### src/dblom_pkg.sv
/*
  Constants for the drop bus / line output mux: register map, field
  positions, reset values and drop bus bit lanes.
  Assumes an 8-bit parallel register port with 16-bit direct addresses.
*/
package dblom_pkg;

  // ----------------------------------------------------------------
  // Register port geometry
  // ----------------------------------------------------------------
  localparam int unsigned ADDR_W = 16;
  localparam int unsigned DATA_W = 8;

  // ----------------------------------------------------------------
  // Register offsets
  // ----------------------------------------------------------------
  localparam logic [15:0] LINE_IO_CONTROL_CH0_OFS = 16'h1F01;
  localparam logic [15:0] LINE_IO_CONTROL_CH4_OFS = 16'h5F01;
  localparam logic [15:0] MUX_CONTROL_OFS         = 16'h0100;
  localparam logic [15:0] MUX_STATUS_OFS          = 16'h0101;

  // ----------------------------------------------------------------
  // Field positions
  // ----------------------------------------------------------------
  localparam int unsigned IOCTL_CLK_INVERT_BIT = 2;
  localparam int unsigned MUXCTL_TBUS_EN_BIT   = 0;
  localparam int unsigned MUXCTL_STS1_CH0_BIT  = 1;
  localparam int unsigned MUXCTL_STS1_CH4_BIT  = 2;
  localparam int unsigned STAT_FULL_BIT        = 0;
  localparam int unsigned STAT_EMPTY_BIT       = 1;
  localparam int unsigned STAT_TBUS_BIT        = 2;
  localparam int unsigned STAT_PIN_TWO_BIT     = 3;
  localparam int unsigned STAT_PIN_THREE_BIT   = 4;

  // ----------------------------------------------------------------
  // Reset values
  // ----------------------------------------------------------------
  localparam logic [7:0] LINE_IO_CONTROL_RST = 8'h00;
  localparam logic [7:0] MUX_CONTROL_RST     = 8'h00;
  localparam logic [7:0] READ_UNMAPPED       = 8'h00;

  // ----------------------------------------------------------------
  // Drop bus lanes carried by the shared pins
  // ----------------------------------------------------------------
  localparam int unsigned DROP_BUS_W     = 8;
  localparam int unsigned DROP_BIT_TWO   = 2;
  localparam int unsigned DROP_BIT_THREE = 3;
  localparam int unsigned SYNC_STAGES    = 3;

endpackage : dblom_pkg

### src/dblom_edge_if.sv
/*
  Edge event carrier between the clock edge finder and the mux core.
  Assumes both ends run on mclk_i.
*/
`timescale 1ns/1ps

interface dblom_edge_if;
  logic rise;
  logic fall;
  logic level;

  modport src (output rise, output fall, output level);
  modport snk (input  rise, input  fall, input  level);
endinterface : dblom_edge_if

### src/dblom_clk_edge.sv
/*
  Samples a foreign clock with mclk_i and reports its filtered edges.
  Assumes the sampled clock is well below half the mclk_i rate.
*/
`timescale 1ns/1ps

module dblom_clk_edge
  import dblom_pkg::*;
(
  input  wire logic   mclk_i,
  input  wire logic   nrst_i,
  input  wire logic   raw_i,
  dblom_edge_if.src   edge_o
);

  logic [SYNC_STAGES-1:0] sync_r;
  logic                   filt_r;
  logic                   stable;

  // ----------------------------------------------------------------
  // Synchroniser; first stage feeds only the second
  // ----------------------------------------------------------------
  always_ff @(posedge mclk_i or negedge nrst_i) begin
    if (!nrst_i) begin
      sync_r <= '0;
    end else begin
      sync_r <= {sync_r[SYNC_STAGES-2:0], raw_i};
    end
  end

  // Change counts once stages two and three agree
  assign stable = (sync_r[1] == sync_r[2]);

  always_ff @(posedge mclk_i or negedge nrst_i) begin
    if (!nrst_i) begin
      filt_r <= 1'b0;
    end else if (stable) begin
      filt_r <= sync_r[2];
    end
  end

  assign edge_o.rise  = stable &  sync_r[2] & ~filt_r;
  assign edge_o.fall  = stable & ~sync_r[2] &  filt_r;
  assign edge_o.level = filt_r;

endmodule : dblom_clk_edge

### src/dblom_top.sv
/*
  Output mux for the two shared pins of channel 0: drop bus bits 2/3
  or single-rail line transmit data of channels 0 and 4.
  Assumes a single-cycle write/read strobe register port on mclk_i and
  foreign clocks sampled on mclk_i.
*/
// Notes on behaviour
// Each shared pin carries drop bus data when the channel 0 telecom bus is enabled, else line transmit data.
// With the telecom bus enabled each pin shows its drop bus bit, changed on a rising drop bus clock edge.
// With the telecom bus off the bit-two pin carries channel 0 line data and the bit-three pin channel 4 line data.
// Line data is by default updated on the rising edge of that channel's line output clock.
// In DS3/E3 mode a set bit 2 of the channel I/O control register moves the update to the falling edge.
// In STS-1 mode the update stays on the rising edge whatever the invert bit says.
// The board wires each line data pin to the positive-rail or data input of the matching line interface unit.
// The mux select follows a stored telecom bus enable bit and changes only when software writes it.
`timescale 1ns/1ps

module dblom_top
  import dblom_pkg::*;
#(
  parameter int unsigned BUF_WIDTH = DROP_BUS_W,
  parameter int unsigned BUF_DEPTH = 2
) (
  input  wire logic                 mclk_i,
  input  wire logic                 nrst_i,
  input  wire logic [ADDR_W-1:0]    cpu_addr_i,
  input  wire logic [DATA_W-1:0]    cpu_wdata_i,
  input  wire logic                 cpu_wr_i,
  input  wire logic                 cpu_rd_i,
  output logic      [DATA_W-1:0]    cpu_rdata_o,
  input  wire logic [BUF_WIDTH-1:0] drop_data_i,
  input  wire logic                 drop_valid_i,
  output logic                      drop_ready_o,
  input  wire logic                 line_data_ch0_i,
  input  wire logic                 line_data_ch4_i,
  output logic                      line_take_ch0_o,
  output logic                      line_take_ch4_o,
  input  wire logic                 drop_bus_clock_i,
  input  wire logic                 line_tx_clock_ch0_i,
  input  wire logic                 line_tx_clock_ch4_i,
  output logic                      drop_bus_bit_two_o,
  output logic                      drop_bus_bit_three_o
);

  localparam int unsigned PTR_W = (BUF_DEPTH > 1) ? $clog2(BUF_DEPTH) : 1;
  localparam int unsigned CNT_W = $clog2(BUF_DEPTH + 1);
  localparam logic [PTR_W-1:0] PTR_LAST = PTR_W'(BUF_DEPTH - 1);
  localparam logic [CNT_W-1:0] CNT_FULL = CNT_W'(BUF_DEPTH);

  logic [DATA_W-1:0]    ioctl_ch0_r;
  logic [DATA_W-1:0]    ioctl_ch4_r;
  logic [DATA_W-1:0]    muxctl_r;
  logic [BUF_WIDTH-1:0] buf_mem [BUF_DEPTH];
  logic [PTR_W-1:0]     wr_ptr_r;
  logic [PTR_W-1:0]     rd_ptr_r;
  logic [CNT_W-1:0]     cnt_r;
  logic                 pin_two_r;
  logic                 pin_three_r;
  logic                 tbus_en;
  logic                 buf_full;
  logic                 buf_empty;
  logic                 push;
  logic                 pop;
  logic                 fall_sel_ch0;
  logic                 fall_sel_ch4;
  logic                 upd_ch0;
  logic                 upd_ch4;
  logic [DATA_W-1:0]    status;

  dblom_edge_if drop_edge ();
  dblom_edge_if ch0_edge ();
  dblom_edge_if ch4_edge ();

  // ----------------------------------------------------------------
  // Foreign clock edge finders
  // ----------------------------------------------------------------
  dblom_clk_edge u_drop_edge (
    .mclk_i (mclk_i),
    .nrst_i (nrst_i),
    .raw_i  (drop_bus_clock_i),
    .edge_o (drop_edge)
  );

  dblom_clk_edge u_ch0_edge (
    .mclk_i (mclk_i),
    .nrst_i (nrst_i),
    .raw_i  (line_tx_clock_ch0_i),
    .edge_o (ch0_edge)
  );

  dblom_clk_edge u_ch4_edge (
    .mclk_i (mclk_i),
    .nrst_i (nrst_i),
    .raw_i  (line_tx_clock_ch4_i),
    .edge_o (ch4_edge)
  );

  // ----------------------------------------------------------------
  // Register writes
  // ----------------------------------------------------------------
  // Select only moves on a software write, never on line activity
  always_ff @(posedge mclk_i or negedge nrst_i) begin
    if (!nrst_i) begin
      muxctl_r <= MUX_CONTROL_RST;
    end else if (cpu_wr_i && cpu_addr_i == MUX_CONTROL_OFS) begin
      muxctl_r <= cpu_wdata_i;
    end
  end

  always_ff @(posedge mclk_i or negedge nrst_i) begin
    if (!nrst_i) begin
      ioctl_ch0_r <= LINE_IO_CONTROL_RST;
      ioctl_ch4_r <= LINE_IO_CONTROL_RST;
    end else if (cpu_wr_i) begin
      if (cpu_addr_i == LINE_IO_CONTROL_CH0_OFS) begin
        ioctl_ch0_r <= cpu_wdata_i;
      end
      if (cpu_addr_i == LINE_IO_CONTROL_CH4_OFS) begin
        ioctl_ch4_r <= cpu_wdata_i;
      end
    end
  end

  // ----------------------------------------------------------------
  // Register reads
  // ----------------------------------------------------------------
  assign status = {3'h0, pin_three_r, pin_two_r, tbus_en, buf_empty, buf_full};

  always_ff @(posedge mclk_i or negedge nrst_i) begin
    if (!nrst_i) begin
      cpu_rdata_o <= READ_UNMAPPED;
    end else if (cpu_rd_i) begin
      case (cpu_addr_i)
        LINE_IO_CONTROL_CH0_OFS: cpu_rdata_o <= ioctl_ch0_r;
        LINE_IO_CONTROL_CH4_OFS: cpu_rdata_o <= ioctl_ch4_r;
        MUX_CONTROL_OFS:         cpu_rdata_o <= muxctl_r;
        MUX_STATUS_OFS:          cpu_rdata_o <= status;
        default:                 cpu_rdata_o <= READ_UNMAPPED;
      endcase
    end
  end

  // ----------------------------------------------------------------
  // Mode decode
  // ----------------------------------------------------------------
  assign tbus_en = muxctl_r[MUXCTL_TBUS_EN_BIT];

  // STS-1 ignores the invert bit; falling edge is DS3/E3 only
  assign fall_sel_ch0 = ioctl_ch0_r[IOCTL_CLK_INVERT_BIT] & ~muxctl_r[MUXCTL_STS1_CH0_BIT];
  assign fall_sel_ch4 = ioctl_ch4_r[IOCTL_CLK_INVERT_BIT] & ~muxctl_r[MUXCTL_STS1_CH4_BIT];

  assign upd_ch0 = fall_sel_ch0 ? ch0_edge.fall : ch0_edge.rise;
  assign upd_ch4 = fall_sel_ch4 ? ch4_edge.fall : ch4_edge.rise;

  assign line_take_ch0_o = ~tbus_en & upd_ch0;
  assign line_take_ch4_o = ~tbus_en & upd_ch4;

  // ----------------------------------------------------------------
  // Two-entry drop data buffer
  // ----------------------------------------------------------------
  // Drained only on drop clock edges, so a slow bus back-pressures the source
  assign buf_full     = (cnt_r == CNT_FULL);
  assign buf_empty    = (cnt_r == '0);
  assign drop_ready_o = ~buf_full;
  assign push         = drop_valid_i & ~buf_full;
  assign pop          = tbus_en & drop_edge.rise & ~buf_empty;

  always_ff @(posedge mclk_i) begin
    if (push) begin
      buf_mem[wr_ptr_r] <= drop_data_i;
    end
  end

  always_ff @(posedge mclk_i or negedge nrst_i) begin
    if (!nrst_i) begin
      wr_ptr_r <= '0;
      rd_ptr_r <= '0;
      cnt_r    <= '0;
    end else begin
      if (push) begin
        wr_ptr_r <= (wr_ptr_r == PTR_LAST) ? '0 : wr_ptr_r + 1'b1;
      end
      if (pop) begin
        rd_ptr_r <= (rd_ptr_r == PTR_LAST) ? '0 : rd_ptr_r + 1'b1;
      end
      if (push && !pop) begin
        cnt_r <= cnt_r + 1'b1;
      end else if (pop && !push) begin
        cnt_r <= cnt_r - 1'b1;
      end
    end
  end

  // ----------------------------------------------------------------
  // Shared pin registers
  // ----------------------------------------------------------------
  // Pin holds its last value across a mode switch until the new edge
  always_ff @(posedge mclk_i or negedge nrst_i) begin
    if (!nrst_i) begin
      pin_two_r <= 1'b0;
    end else if (tbus_en) begin
      if (pop) begin
        pin_two_r <= buf_mem[rd_ptr_r][DROP_BIT_TWO];
      end
    end else if (upd_ch0) begin
      pin_two_r <= line_data_ch0_i;
    end
  end

  always_ff @(posedge mclk_i or negedge nrst_i) begin
    if (!nrst_i) begin
      pin_three_r <= 1'b0;
    end else if (tbus_en) begin
      if (pop) begin
        pin_three_r <= buf_mem[rd_ptr_r][DROP_BIT_THREE];
      end
    end else if (upd_ch4) begin
      pin_three_r <= line_data_ch4_i;
    end
  end

  // Board ties these to the line unit positive-rail data input
  assign drop_bus_bit_two_o   = pin_two_r;
  assign drop_bus_bit_three_o = pin_three_r;

endmodule : dblom_top

### config.mk
export PLATFORM = sky130hd
export DESIGN_NAME = dblom_top
export DESIGN_NICKNAME = d
export VERILOG_FILES = /design/src/dblom_pkg.sv /design/src/dblom_edge_if.sv /design/src/dblom_clk_edge.sv /design/src/dblom_top.sv
export SDC_FILE = /design/constraint.sdc
export NUM_CORES = 1
export LEC_CHECK = 0
export BUFFER_PORTS_ARGS = -buffer_cell sky130_fd_sc_hd__clkbuf_2
export CAP_MARGIN = 20
export CELL_PAD_IN_SITES_DETAIL_PLACEMENT = 1
export CELL_PAD_IN_SITES_GLOBAL_PLACEMENT = 1
export CORE_AREA = 2 2 76 133
export CTS_CLUSTER_SIZE = 24
export DETAILED_ROUTE_END_ITERATION = 8
export DIE_AREA = 0 0 78 135
export GPL_TIMING_DRIVEN = 0
export PLACE_DENSITY_LB_ADDON = 0.1
export SYNTH_ARGS = -nofsm -noshare
export SYNTH_HDL_FRONTEND = slang
export SYNTH_HIERARCHICAL = 1
export SYNTH_SLANG_ARGS = --single-unit
### constraint.sdc
create_clock -name mclk_i -period 1.95 [get_ports mclk_i]
set_input_delay 0.39 -clock mclk_i [delete_from_list [all_inputs] [get_ports mclk_i]]
set_output_delay 0.39 -clock mclk_i [all_outputs]
set_load 0.02 [all_outputs]
After elaboration in Yosys (flattened, before gate mapping):

Memories as Yosys holds them, arrays and structs flattened.
Index checks and enable logic that the tools add are counted.

* $add $sub $neg: 4
* equality and inequality tests: 9
* multiplexer cells: 15
* bitwise gates (word level): 27
* reductions and logical operators: 13

Operators by type and width (number)
* $eq A16 B9 Y1 const B: 2
* $pmux W8 S4: 1
* $and A1 B1 Y1: 17
* $eq A16 B13 Y1 const B: 1
* $eq A16 B15 Y1 const B: 1
* $mux W1: 12
* $not A1 Y1: 10
* $reduce_and A2 Y1: 4
* $reduce_bool A2 Y1: 3
* $mux W2: 2
* $eq A1 B1 Y1: 3
* $logic_and A1 B1 Y1: 3
* $add A1 B1 Y1 const B: 2
* $add A2 B1 Y2 const B: 1
* $eq A2 B2 Y1 const B: 1
* $logic_not A1 Y1: 2
* $logic_not A2 Y1: 1
* $ne A2 B1 Y1 const B: 1
* $sub A2 B1 Y2 const B: 1

* bits in registers: 50
* bits in writable memories: 16
* input port bits: 42
* output and inout bits: 13
* logic and storage cells: 84
* memories: 1

Memories
* buf_mem: words 2, bits a word 8, rd ports 1, clocked after memory_dff 0, write ports 1, RTL line dblom_top.sv:53 `logic [BUF_WIDTH-1:0] buf_mem [BUF_DEPTH];`

Depth between registers and ports, before layout:

* depth after elaboration: 8
* mapped depth: 7

By module:

Netlist, hierarchy kept.

Modules (own cells, without submodules)
* dblom_top: times used 1, cells an instance 156, area each 2020.7 µm², seq. area each 1071.0 µm²
* dblom_clk_edge: times used 3, cells an instance 11, area each 160.2 µm², seq. area each 100.1 µm²

Least setup slack after synthesis:

No wires, ideal clock.

* path kind: in2reg
* start point: input port cpu_addr_i[9]
* end point: register muxctl_r[0]
* setup time: 0.125 ns
* arrival time: 1.922 ns
* path slack: -0.097 ns
* stages on the path: 5
* buffers on the path: 1
* cells stage by stage: or4b_1 > nor4_4 > and3_1 > buf_4 > mux2_2

* cells in the longest elaborated chain, start to end: 2

RTL lines
* from (decl): RTL line dblom_top.sv:26 `input wire logic [ADDR_W-1:0] cpu_addr_i,`
* $eq A16 B9 Y1: RTL line dblom_top.sv:105 `end else if (cpu_wr_i && cpu_addr_i == MUX_CONTROL_OFS) begin`
* $logic_and A1 B1 Y1: RTL line dblom_top.sv:105
* to (signal assigned): RTL line dblom_top.sv:106 `muxctl_r <= cpu_wdata_i;`
* to (decl): RTL line dblom_top.sv:52 `logic [DATA_W-1:0] muxctl_r;`

Every way passes these cells.
A chain may end at the register's enable or synchronous reset.

Worst setup path after layout:

* start point: input port cpu_addr_i[13]
* end point: register ioctl_ch4_r[0]

* cells in the longest elaborated chain, start to end: 2

RTL lines
* $eq A16 B15 Y1: RTL line dblom_top.sv:118 `if (cpu_addr_i == LINE_IO_CONTROL_CH4_OFS) begin`
* $reduce_and A2 Y1 (no line)
* to (signal assigned): RTL line dblom_top.sv:119 `ioctl_ch4_r <= cpu_wdata_i;`
* to (decl): RTL line dblom_top.sv:51 `logic [DATA_W-1:0] ioctl_ch4_r;`

Every way passes these cells.

==> summary.txt <==
Worst setup path
  – R2r setup slk: between 300 and 400 ps
  – Critical Path Max Stage Delay: between 500 and 600 ps
  – Crit path max-delay cell type: or4_4
  – Reg2Reg Depth: 6
  – Worst setup path category: primary input to flip-flop
  – Crit Reg-Reg Endpoint: drop_bus_bit_two_o$_DFFE_PN0P_
  – Crit path arrival time: around 2100 ps
  – Critical path fanouts, max: 8
  – Crit-path cells: clkbuf_2, or4_4, nor4_4, buf_4, nand4_4, mux2_4
  – Worst setup SP type: primary input
  – Worst Setup End Kind: flip-flop
  – Reg2Reg Launch Point: u_ch0_edge/sync_r[1]$_DFF_PN0_
  – Required @ worst endpoint: 2130 ps

Detailed routing
  – Vias post-DR: ~1700
  – Routed len/inst: ~17 um
  – Remaining antenna violation count: 0
  – Via density: 4.50
  – Drt pass-1 iters: 4
  – Drt drc: 0
  – Final Routed Wirelength: roughly 6 mm
  – First DRT Iteration DRCs: between 40 and 50

GRT
  – Global route overflow: 0
  – Largest net degree at the start of global routing: 33
  – Overall routing resource usage: between 10% and 20%
  – Vias in the first global route: approximately 1800
  – First-pass GRT wire length: a little under 10 mm
  – Initial antenna violation count: 0

Hold path
  – HP Class: primary input to async pin

Synth
  – Syn_nets: around 240
  – Synth Warn #: 6
  – Mean post-synth cell area: between 10 and 15 um^2
  – Cell count after synthesis: ~190
  – Post-synthesis cell area: roughly 2500 um^2

Run status
  – Status: complete, no violations

Place
  – Post-detailed-placement half-perimeter wirelength: 4.43 mm
  – Pre-CTS setup slack: -434 ps
  – GPL Wtd Cong: 0.695
  – Input/output buffers: 47

Timing
  – Fin crit share: 99.4%
  – Worst-margin pin slew: ~750 ps
  – Period minus WS final: 1940 ps
  – Setup Skew: 11.1 ps
  – Relative slew slack: 49.7%
  – Setup Viol. Count Final: 0
  – Hold slack: around 63 ps
  – Final setup margin: between 10 and 15 ps
  – Max Slew Vio Count: 0
  – FMAX: around 520 MHz
  – RSZ-0062 raised after global routing: true
  – Final Hold Vio Count: 0

CTS
  – Clock sinks: 54
  – Total CTS buffers: 5
  – Clk Latency, worst-skew pair: roughly 300 ps
  – CTS tree: yes
  – Root Driver: clkbuf_16
  – Max clock buf depth: 2
  – CTS Hold Buffers Added: 0
  – Htree depth: 2
  – Worst-path clk slew: ~70 ps

Finish
  – Layout cells sized above 1: a little under half
  – Area growth syn-to-layout: 28.1%
  – Antenna diode count: 0
  – Final #Nets: about 300
  – Utilization after layout: 34.0%

Floorplanning
  – Initial Utilization: 26.5%
  – Core area: about 9400 um^2
  – Chip height: 135 um
  – Die area: approximately 11000 um^2
  – Cell row count: 47
  – Top Ports: between 50 and 60
  – Die width: 78 um

Run
  – Max Cap Viol: 0

Power and ir drop
  – Max VDD drop: around 0.33 mV
  – Leakage: approximately 1.5 nW
  – Pwr dens: slightly below 800 nW/um^2
-- how the worst max path moves through the flow --
stage	from	endpoint	slack [ps]	cells past startpoint
global route	cpu_addr_i[13]	ioctl_ch4_r[0]$_DFFE_PN0P_	-60	6
CTS	cpu_addr_i[4]	ioctl_ch0_r[3]$_DFFE_PN0P_	20	6
finish	cpu_addr_i[13]	ioctl_ch4_r[0]$_DFFE_PN0P_	10	6
global placement	cpu_addr_i[9]	muxctl_r[0]$_DFFE_PN0P_	-440	6
detailed placement	cpu_addr_i[9]	muxctl_r[0]$_DFFE_PN0P_	-430	6
floorplan	cpu_addr_i[4]	ioctl_ch0_r[0]$_DFFE_PN0P_	-80	5
-- report_power, final --
| part | internal (mW) | switching (mW) | total (mW) |
|---|---|---|---|
| clock network | 0.472 | 0.407 | 0.878 |
| logic | 0.160 | 0.193 | 0.353 |
| registers | 1.22 | 0.0657 | 1.28 |
-- routing by layer --
layer / vias up / track usage, % / wire length (um)
met5: - / 0 / 0
met4: 0 / 4.09 / 80
met3: 5 / 2.74 / 178
met2: 28 / 22.3 / 3320
met1: 844 / 14.6 / 2550
li1: 788 / - / -
-- worst max-delay path, delay by kind of cell --
kind	cells	cell delay (ps)
and+or+nand+nor	3	1070
muxes	1	390
buffers and inverters	2	260
-- layout make-up --
type	count	area, um^2
sequential	54	1370
fill	1037	6210
buffer	6	38.8
inverter	12	45.0
clock inverter	1	6.26
timing repair buffer	53	302
multi-input combinational	116	1150
clock buffer	6	129
tap	122	153
-- timing repair --
item,in CTS,in global routing
buffers inserted,2,3
endpoints found under the setup margin,31,15
pin swaps,2,5
gates cloned,0,0
gates resized for setup,4,20
-- flip-flops by register name (all words and copies together), names as in the netlist, 2 cells and up --
register            flops
ioctl_ch0_r             8
muxctl_r                8
u_ch0_edge/sync_r       3
cnt_r                   2
u_ch4_edge/sync_r       3
cpu_rdata_o             8
buf_mem                 4
u_drop_edge/sync_r      3
ioctl_ch4_r             8
-- metrics by stage --
step | instance area [um^2] | cells | TNS [ps] | power, mW
6_report | 3200 | 370 | 0 | 2.51
5_1_grt | 3200 | 370 | -562 | 2.66
4_1_cts | 3110 | 367 | 0 | 2.55
3_5_place_dp | 2940 | 358 | -11390 | 1.65
3_3_place_gp | 2920 | 357 | -11230 | 1.65
2_1_floorplan | 2530 | 188 | -1020 | 1.49
-- cells in the final DEF (no fill, tap or decap), types with 2 or more instances in the layout --
cell type,count
edfxtp_1,4
buf_4,6
nor2b_1,7
xor2_1,2
ha_1,6
a41oi_1,4
mux2_2,20
clkbuf_16,5
clkbuf_2,45
buf_6,3
nand2_1,3
nand2b_1,3
nor4_4,3
o21ai_0,6
xnor2_1,3
dfrtp_1,50
and3_1,2
nor2_1,7
inv_1,12
a22oi_1,8
o22ai_1,4
mux2_4,18
a21oi_1,2
and2_4,2
mux2i_1,2
clkbuf_1,3
(Power assumes the default switching activity.)
